### config.mk
export PLATFORM = sky130hd
export DESIGN_NAME = gpt_timer
export DESIGN_NICKNAME = d
export VERILOG_FILES = /design/src/hw/gpt_pkg.sv /design/src/hw/gpt_sync2.sv /design/src/hw/gpt_prescaler.sv /design/src/hw/gpt_timer.sv
export SDC_FILE = /design/constraint.sdc
export NUM_CORES = 1
export LEC_CHECK = 0
export BUFFER_PORTS_ARGS = -buffer_cell sky130_fd_sc_hd__buf_2
export CAP_MARGIN = 5
export CORE_MARGIN = 8
export CORE_UTILIZATION = 59
export DETAILED_ROUTE_END_ITERATION = 6
export MAX_ROUTING_LAYER = met4
export PLACE_DENSITY = 0.85
export SYNTH_ARGS = -nofsm -noshare
export SYNTH_HDL_FRONTEND = slang
export SYNTH_SLANG_ARGS = --single-unit
### constraint.sdc
create_clock -name sys_clk -period 5.7 [get_ports sys_clk]
set_input_delay 0.57 -clock sys_clk [delete_from_list [all_inputs] [get_ports sys_clk]]
set_output_delay 0.57 -clock sys_clk [all_outputs]
set_load 0.1 [all_outputs]
### src/hw/gpt_pkg.sv
// gated period timer: register map, field layout, reset values and enumerations
// assumes a 32-bit apb slave with one aligned word per register, index times four
package gpt_pkg;

	localparam int DATA_W = 32;
	localparam int CNT_W = 16;
	localparam int ADDR_W = 12;

	// register indices; byte address is four times the index
	localparam logic [ADDR_W-1:0] IDX_COUNT = 12'h100;
	localparam logic [ADDR_W-1:0] IDX_PERIOD = 12'h102;
	localparam logic [ADDR_W-1:0] IDX_CONTROL = 12'h104;
	localparam logic [ADDR_W-1:0] IDX_IRQ_STATUS = 12'h106;
	localparam logic [ADDR_W-1:0] IDX_IRQ_CLEAR = 12'h107;
	localparam logic [ADDR_W-1:0] IDX_IRQ_ENABLE = 12'h108;
	localparam int ADDR_LSB = 2;
	localparam int PADDR_W = ADDR_W + ADDR_LSB;

	// timer_control fields
	localparam int CTL_TIMER_ON = 15;
	localparam int CTL_STOP_IN_IDLE = 13;
	localparam int CTL_GATE_ACC_EN = 6;
	localparam int CTL_PRESCALE_MSB = 5;
	localparam int CTL_PRESCALE_LSB = 4;
	localparam int CTL_EXT_CLK_SYNC = 2;
	localparam int CTL_CLK_SRC_SEL = 1;
	localparam logic [CNT_W-1:0] CTL_WRITE_MASK = 16'hA076;

	// reset values and the count wrap value
	localparam logic [CNT_W-1:0] RST_COUNT = 16'h0000;
	localparam logic [CNT_W-1:0] RST_PERIOD = 16'hFFFF;
	localparam logic [CNT_W-1:0] RST_CONTROL = 16'h0000;
	localparam logic [CNT_W-1:0] COUNT_WRAP = 16'h0000;

	// interrupt status, clear and enable share this layout
	localparam int IRQ_W = 2;
	localparam int IRQ_PERIOD_MATCH = 0;
	localparam int IRQ_GATE_END = 1;
	localparam logic [IRQ_W-1:0] RST_IRQ = 2'h0;

	// prescaler: last count of each ratio 1:1, 1:8, 1:64, 1:256
	localparam int PS_W = 8;
	localparam logic [1:0] PS_SEL_1 = 2'h0;
	localparam logic [1:0] PS_SEL_8 = 2'h1;
	localparam logic [1:0] PS_SEL_64 = 2'h2;
	localparam logic [1:0] PS_SEL_256 = 2'h3;
	localparam logic [PS_W-1:0] PS_LAST_1 = 8'h00;
	localparam logic [PS_W-1:0] PS_LAST_8 = 8'h07;
	localparam logic [PS_W-1:0] PS_LAST_64 = 8'h3F;
	localparam logic [PS_W-1:0] PS_LAST_256 = 8'hFF;

	// apb slave phase, one-hot
	typedef enum logic [1:0] {
		APB_IDLE = 2'b01,
		APB_DONE = 2'b10
	} gpt_apb_e;

endpackage : gpt_pkg

### src/hw/gpt_sync2.sv
// two flip-flop synchroniser for one asynchronous level
// assumes the input may change at any time relative to clk
`timescale 1ns/100ps
module gpt_sync2 (
	// clock and reset
	input wire logic clk,
	input wire logic rst,
	// level
	input wire logic async_in,
	output logic sync_out
);
	typedef struct packed {
		logic stage1;
		logic stage2;
	} gpt_sync_s;

	gpt_sync_s st;
	gpt_sync_s next_st;

	// stage1 feeds stage2 only
	always_comb begin
		next_st.stage1 = async_in;
		next_st.stage2 = st.stage1;
	end

	always_ff @(posedge clk or posedge rst) begin
		if (rst) begin
			st <= '0;
		end else begin
			st <= next_st;
		end
	end

	assign sync_out = st.stage2;

endmodule : gpt_sync2

### src/hw/gpt_prescaler.sv
// four-step prescaler for the timer input ticks; output tick is registered
// assumes tick_in and clear come from logic on the same clock
`timescale 1ns/100ps
module gpt_prescaler
	import gpt_pkg::*;
(
	// clock and reset
	input wire logic clk,
	input wire logic rst,
	// control
	input wire logic clear,
	input wire logic [1:0] ratio_sel,
	// ticks
	input wire logic tick_in,
	output logic tick_out
);
	typedef struct packed {
		logic [PS_W-1:0] cnt;
		logic out;
	} gpt_ps_s;

	gpt_ps_s st;
	gpt_ps_s next_st;

	function automatic logic [PS_W-1:0] last_count(input logic [1:0] sel);
		case (sel)
			PS_SEL_1: last_count = PS_LAST_1;
			PS_SEL_8: last_count = PS_LAST_8;
			PS_SEL_64: last_count = PS_LAST_64;
			default: last_count = PS_LAST_256;
		endcase
	endfunction : last_count

	always_comb begin
		next_st = st;
		next_st.out = 1'b0;
		if (clear) begin
			next_st.cnt = '0;
		end else if (tick_in) begin
			if (st.cnt >= last_count(ratio_sel)) begin
				next_st.cnt = '0;
				next_st.out = 1'b1;
			end else begin
				next_st.cnt = st.cnt + 8'h01;
			end
		end
	end

	always_ff @(posedge clk or posedge rst) begin
		if (rst) begin
			st <= '0;
		end else begin
			st <= next_st;
		end
	end

	assign tick_out = st.out;

endmodule : gpt_prescaler

### src/hw/gpt_timer.sv
// 16-bit gated period timer with apb register access and a level interrupt
// assumes sys_clk is the instruction clock, cpu_idle and cpu_sleep come from logic on sys_clk,
// and the external clock or gate pin is asynchronous to sys_clk
`timescale 1ns/100ps
module gpt_timer
	import gpt_pkg::*;
(
	// clock and reset
	input wire logic sys_clk,
	input wire logic rst,
	// apb slave
	input wire logic psel,
	input wire logic penable,
	input wire logic pwrite,
	input wire logic [gpt_pkg::PADDR_W-1:0] paddr,
	input wire logic [gpt_pkg::DATA_W-1:0] pwdata,
	output logic [gpt_pkg::DATA_W-1:0] prdata,
	output logic pready,
	output logic pslverr,
	// processor power state
	input wire logic cpu_idle,
	input wire logic cpu_sleep,
	// external clock or gate pin
	input wire logic external_clock_gate_pin,
	// interrupt
	output logic irq
);
	import gpt_pkg::*;

	typedef struct packed {
		gpt_apb_e apb_state;
		logic [DATA_W-1:0] rdata;
		logic slverr;
		logic [CNT_W-1:0] count_register;
		logic [CNT_W-1:0] period_register;
		logic [CNT_W-1:0] timer_control;
		logic [IRQ_W-1:0] irq_status;
		logic [IRQ_W-1:0] irq_enable;
		logic irq_out;
		logic pin_d1;
		logic pin_d2;
	} gpt_timer_s;

	gpt_timer_s st;
	gpt_timer_s next_st;

	logic pin_sync;
	logic ps_tick_in;
	logic ps_clear;
	logic ps_tick;

	// control fields
	logic timer_on;
	logic stop_in_idle;
	logic gate_accumulate_enable;
	logic [1:0] prescale_select;
	logic ext_clock_sync;
	logic clock_source_select;

	// derived conditions
	logic gate_mode;
	logic async_mode;
	logic run_allowed;
	logic rise_raw;
	logic rise_synced;
	logic gate_fall;
	logic raw_tick;

	// bus decode
	logic access;
	logic wr_done;
	logic [ADDR_W-1:0] idx;
	logic count_wr;
	logic control_wr;
	logic ton_clear_wr;
	logic [IRQ_W-1:0] irq_set;
	logic [IRQ_W-1:0] irq_clr;

	function automatic logic reg_mapped(input logic [ADDR_W-1:0] i);
		case (i)
			IDX_COUNT, IDX_PERIOD, IDX_CONTROL, IDX_IRQ_STATUS, IDX_IRQ_CLEAR, IDX_IRQ_ENABLE: reg_mapped = 1'b1;
			default: reg_mapped = 1'b0;
		endcase
	endfunction : reg_mapped

	function automatic logic reg_hit(input logic [ADDR_W-1:0] i, input logic [ADDR_W-1:0] target);
		reg_hit = (i == target);
	endfunction : reg_hit

	gpt_sync2 u_pin_sync (
		.clk(sys_clk),
		.rst(rst),
		.async_in(external_clock_gate_pin),
		.sync_out(pin_sync)
	);

	gpt_prescaler u_prescaler (
		.clk(sys_clk),
		.rst(rst),
		.clear(ps_clear),
		.ratio_sel(prescale_select),
		.tick_in(ps_tick_in),
		.tick_out(ps_tick)
	);

	assign timer_on = st.timer_control[CTL_TIMER_ON];
	assign stop_in_idle = st.timer_control[CTL_STOP_IN_IDLE];
	assign gate_accumulate_enable = st.timer_control[CTL_GATE_ACC_EN];
	assign prescale_select = st.timer_control[CTL_PRESCALE_MSB:CTL_PRESCALE_LSB];
	assign ext_clock_sync = st.timer_control[CTL_EXT_CLK_SYNC];
	assign clock_source_select = st.timer_control[CTL_CLK_SRC_SEL];

	// gate only applies with the internal source; tcs=1 ignores it
	assign gate_mode = gate_accumulate_enable & ~clock_source_select;
	assign async_mode = clock_source_select & ~ext_clock_sync;

	// the pin always passes the two-flop synchroniser for metastability; the raw path
	// takes its edge straight from it, the synchronised path aligns one stage further
	assign rise_raw = pin_sync & ~st.pin_d1;
	assign rise_synced = st.pin_d1 & ~st.pin_d2;
	assign gate_fall = ~pin_sync & st.pin_d1;

	always_comb begin
		raw_tick = 1'b1;
		if (clock_source_select) begin
			if (ext_clock_sync) begin
				raw_tick = rise_synced;
			end else begin
				raw_tick = rise_raw;
			end
		end else if (gate_accumulate_enable) begin
			raw_tick = pin_sync;
		end
	end

	// idle halts every mode when stop_in_idle is set; sleep leaves only the async counter
	always_comb begin
		run_allowed = timer_on;
		if (cpu_idle && stop_in_idle) begin
			run_allowed = 1'b0;
		end
		if (cpu_sleep && !async_mode) begin
			run_allowed = 1'b0;
		end
	end

	assign ps_tick_in = run_allowed & raw_tick;

	// apb decode; a write lands at the edge where pready is seen high
	assign idx = paddr[PADDR_W-1:ADDR_LSB];
	assign access = psel & penable;
	assign wr_done = access & pwrite & (st.apb_state == APB_DONE);
	assign count_wr = wr_done & reg_hit(idx, IDX_COUNT);
	assign control_wr = wr_done & reg_hit(idx, IDX_CONTROL);
	assign ton_clear_wr = control_wr & timer_on & ~pwdata[CTL_TIMER_ON];

	// a count write clears the prescaler only while timer_on is set
	assign ps_clear = (count_wr & timer_on) | ton_clear_wr;

	always_comb begin
		irq_set = '0;
		irq_clr = '0;
		if (timer_on && ps_tick && (st.count_register == st.period_register)) begin
			irq_set[IRQ_PERIOD_MATCH] = 1'b1;
		end
		if (timer_on && gate_mode && gate_fall) begin
			irq_set[IRQ_GATE_END] = 1'b1;
		end
		if (wr_done && reg_hit(idx, IDX_IRQ_CLEAR)) begin
			irq_clr = pwdata[IRQ_W-1:0];
		end
	end

	always_comb begin
		next_st = st;
		next_st.pin_d1 = pin_sync;
		next_st.pin_d2 = st.pin_d1;

		// counting; a software write below overrides a tick in the same cycle
		if (timer_on && ps_tick) begin
			if (st.count_register == st.period_register) begin
				next_st.count_register = COUNT_WRAP;
			end else begin
				next_st.count_register = st.count_register + 16'h0001;
			end
		end

		// set wins over clear so an event in the clearing cycle is kept
		next_st.irq_status = (st.irq_status & ~irq_clr) | irq_set;

		case (st.apb_state)
			APB_IDLE: begin
				if (access) begin
					next_st.apb_state = APB_DONE;
					next_st.slverr = ~reg_mapped(idx);
					next_st.rdata = '0;
					case (idx)
						IDX_COUNT: next_st.rdata[CNT_W-1:0] = st.count_register;
						IDX_PERIOD: next_st.rdata[CNT_W-1:0] = st.period_register;
						IDX_CONTROL: next_st.rdata[CNT_W-1:0] = st.timer_control;
						IDX_IRQ_STATUS: next_st.rdata[IRQ_W-1:0] = st.irq_status;
						IDX_IRQ_ENABLE: next_st.rdata[IRQ_W-1:0] = st.irq_enable;
						default: next_st.rdata = '0;
					endcase
					if (pwrite) begin
						next_st.rdata = '0;
					end
				end
			end
			APB_DONE: begin
				next_st.apb_state = APB_IDLE;
				next_st.slverr = 1'b0;
				if (wr_done) begin
					case (idx)
						IDX_COUNT: next_st.count_register = pwdata[CNT_W-1:0];
						IDX_PERIOD: next_st.period_register = pwdata[CNT_W-1:0];
						IDX_CONTROL: next_st.timer_control = pwdata[CNT_W-1:0] & CTL_WRITE_MASK;
						IDX_IRQ_ENABLE: next_st.irq_enable = pwdata[IRQ_W-1:0];
						default: next_st.irq_enable = st.irq_enable;
					endcase
				end
			end
			default: begin
				next_st.apb_state = APB_IDLE;
				next_st.slverr = 1'b0;
			end
		endcase

		// level request for any enabled flag
		next_st.irq_out = |(next_st.irq_status & next_st.irq_enable);
	end

	always_ff @(posedge sys_clk or posedge rst) begin
		if (rst) begin
			st.apb_state <= APB_IDLE;
			st.rdata <= '0;
			st.slverr <= 1'b0;
			st.count_register <= RST_COUNT;
			st.period_register <= RST_PERIOD;
			st.timer_control <= RST_CONTROL;
			st.irq_status <= RST_IRQ;
			st.irq_enable <= RST_IRQ;
			st.irq_out <= 1'b0;
			st.pin_d1 <= 1'b0;
			st.pin_d2 <= 1'b0;
		end else begin
			st <= next_st;
		end
	end

	assign prdata = st.rdata;
	assign pready = st.apb_state[1];
	assign pslverr = st.slverr;
	assign irq = st.irq_out;

endmodule : gpt_timer

==> metrics.md <==
| Metric | Value |
|---|---|
| Status | `complete, no violations` |
| Synth area leaders | `dfrtp_1 35%, dfstp_2 11%, mux2_2 5.9%` |
| CTS root buf | `clkbuf_8` |
| Crit-path max cell delay | `1.01 ns` |
| Hold Path Class | `in2reg` |
| RD Place Congestion | `0.8935` |
| Hold Buf Count CTS | `0` |
| Num rows | `31` |
| Register area share after synthesis | `45.51%` |
| Synth Warn # | `0` |
| Pleak | `2.131 nW` |
| Crit path max fanout | `18` |
| CP top delay family | `simple AND/OR/NAND/NOR gates` |
| Vias in the first global route | `3209` |
| # resized after CTS | `0` |
| Share of post-route cells with drive strength above 1 | `26.03%` |
| Die Height | `100.6 µm` |
| CTS H-tree lvls | `3` |
| Final Hold Fails | `0` |
| Via/cell ratio | `5.820` |
| Unrepaired setup endpoints after global routing | `no` |
| Crit path buffers/inverters | `0` |
| DRT Pass-1 Iters | `7` |
| Max Clk Rate | `357.6 MHz` |
| Main synth FF type | `dfrtp_1` |
| PD cells | `229.3 nW/µm²` |
| Die Wd | `100.6 µm` |
| DR vias | `3259` |
| GRT Residual Overflow | `0` |
| Register bit total from synthesis | `76` |
| Post-Syn Area | `4225 µm²` |
| Max VDD drop | `0.1188 mV` |
| DRC Markers | `0` |
| Kind of critical path | `reg2reg` |
| Number of synthesized flops with an enable pin | `0` |
| Num ports | `89` |
| Worst skew pair latency | `0.34 ns` |
| Worst path arrival time | `3.06 ns` |
| Setup slack after layout | `2.904 ns` |
| Area delta synth->final | `7.818%` |
| Final clock period utilization by the worst path | `49.05%` |
| Post-CTS Setup Bufs | `0` |
| CP max stage cell | `nand4_1` |
| Post-Synthesis Cells | `427` |
| First-pass GRT wire length | `15.21 mm` |
| Die ar. | `10130 µm²` |
| Area leader, netlist | `dfrtp_1` |
| Core ar. | `7098 µm²` |
| Final Util | `64.18%` |
| TritonCTS Buffers | `9` |
| Final wirelength | `9.213 mm` |
| Clk_skew | `0.006868 ns` |
| # setup viols final | `0` |
| Startpoint type of the worst setup path | `register` |
| Initial Util | `59.53%` |
| Max Root-Sink Buffers | `2` |
| Yosys top cell area share | `34.94%` |
| CTS tree | `yes` |
| Fillers | `574` |
| IO buf count | `54` |
| Dpl ws | `2.635 ns` |
| Crit-path cells | `nand2_1, nor3_1, nand4_1, mux2_2` |
| Ys async rst share | `100.0%` |
| Worst Max-Slew Pin Slew | `1.028 ns` |
| Clock-pin slew of the registers on the worst-case setup and hold paths | `0.08 ns` |
| Antenna violations before repair | `0` |
| Number of diodes | `0` |
| Setup TNS Final | `0 ns` |
| # clock sinks | `76` |
| Antenna Nets Post-Route | `0` |
| CP Capture Type | `register` |
| Synthesized area per cell | `9.895 µm²` |
| Most common cell in the netlist | `dfrtp_1` |
| Final Max Slew Viols | `0` |
| Max-slew headroom | `31.27%` |
| Minimum clock period | `2.796 ns` |
| Largest net degree at the start of global routing | `77` |
| Area taken by multi-input logic gates | `1979 µm²` |
| Post-synth top cells | `59 x dfrtp_1, 54 x nand2_1, 36 x o21ai_0` |
| 1st-iter DRT viols | `198` |
| Nets@finish | `518` |
| Final HPWL DP | `6.732 mm` |
| Max-Cap Viols | `0` |
| Met2 Use GR | `31.64%` |
| CP required | `5.96 ns` |
| GR met3 Demand/Resource | `4.489%` |
| Wire per inst | `16.45 µm` |
| Met1 Track Usage GR | `23.13%` |
| Yosys cell types | `57` |
| Top Usage Layer GRT | `met2` |
| Register area | `1923 µm²` |
| GRT Total Usage | `19.48%` |
==> registers in the layout, indices dropped and copies added, names as in the netlist, 2 cells and up <==
signal,flops
st,40
prdata,16
u_prescaler.st,8
prescale_select,2
==> through the flow <==
step	std cells	area, µm²	hold slack (ns)	total power, mW
after global placement	543	4357	0.3314	0.6531
after detailed placement	543	4357	0.3363	0.6544
after global routing	560	4556	0.3176	1.080
final	560	4556	0.3286	1.044
after CTS	559	4551	0.3119	1.054
after floorplan	442	4282	0.3312	0.6414
==> metal layers <==
metal	up-vias	share of wire [%]
met2	109	51
met1	1600	41
met3	17	6.9
met4	0	1.7
met5	-	0
li1	1533	-
==> cells in the final DEF (no fill, tap or decap), drive strengths merged, types with 3 or more instances in the layout <==
| cell type | synthesis | final |
|---|---|---|
| dfstp | 17 | 17 |
| buf | 39 | 58 |
| and4 | 3 | 3 |
| a22oi | 8 | 8 |
| nor4 | 7 | 7 |
| nor3 | 7 | 7 |
| xor2 | 23 | 23 |
| nor2 | 14 | 14 |
| a222oi | 6 | 6 |
| clkbuf | 16 | 12 |
| mux2 | 22 | 22 |
| a21oi | 6 | 6 |
| and3 | 8 | 8 |
| nand2 | 54 | 54 |
| clkinv | 0 | 3 |
| nand3 | 14 | 14 |
| xnor2 | 6 | 6 |
| nor2b | 4 | 4 |
| o2bb2ai | 4 | 4 |
| or3 | 3 | 3 |
| nand4 | 7 | 7 |
| inv | 10 | 10 |
| conb | 1 | 16 |
| nor3b | 3 | 3 |
| a31oi | 7 | 7 |
| mux2i | 4 | 4 |
| dfrtp | 59 | 59 |
| o21ai | 37 | 37 |
| ha | 8 | 8 |
==> path summary, 6_finish.rpt <==
| kind | start | to | slack, ns | cells past startpoint |
|---|---|---|---|---|
| worst max-delay path | pready$_DFFE_PP0P_ | st[31]$_DFFE_PP1P_ | 2.90 | 4 |
| worst min-delay path | external_clock_gate_pin | u_pin_sync.next_st[0]$_DFF_PP0_ | 0.33 | 1 |
| worst max register to register | pready$_DFFE_PP0P_ | st[31]$_DFFE_PP1P_ | 2.90 | 4 |
| worst min register to register | u_pin_sync.next_st[0]$_DFF_PP0_ | u_pin_sync.sync_out$_DFF_PP0_ | 0.35 | 0 |
| max in group asynchronous | rst | st[20]$_DFFE_PP0P_ | 4.61 | 3 |
| min in group asynchronous | rst | pslverr$_DFFE_PP0P_ | 0.51 | 3 |
==> area by class of cell <==
cell class / instances / area share (%)
timing repair buffer: 58 / 6.537
tap: 99 / 2.719
sequential: 76 / 42.21
inverter: 10 / 0.8239
multi-input combinational: 301 / 43.45
clock inverter: 4 / 1.071
clock buffer: 12 / 3.186
==> power by group <==
part	total [mW]	switching, mW	internal, mW
Combinational	0.0993	0.0849	0.0145
Clock	0.400	0.186	0.214
Sequential	0.545	0.00200	0.543
==> worst reg2reg max path, cell delays in order (launching register included) <==
cell and delay, ns:
dfrtp_1 0.37, nand2_1 0.06, nor3_1 0.68, nand4_1 1.01, mux2_2 0.61
==> kinds of logic after synthesis <==
kind of cell    Yosys count  synth area share (%)
compound gates           87                 13.44
xor+xnor                 29                 6.011
fa+ha+maj                 8                 2.369
buf+inv                  65                 8.973
flops                    76                 45.51
mux                      26                 6.811
other cells               1               0.08875
simple gates            135                 16.79
Power figures use the tool's default switching activity.
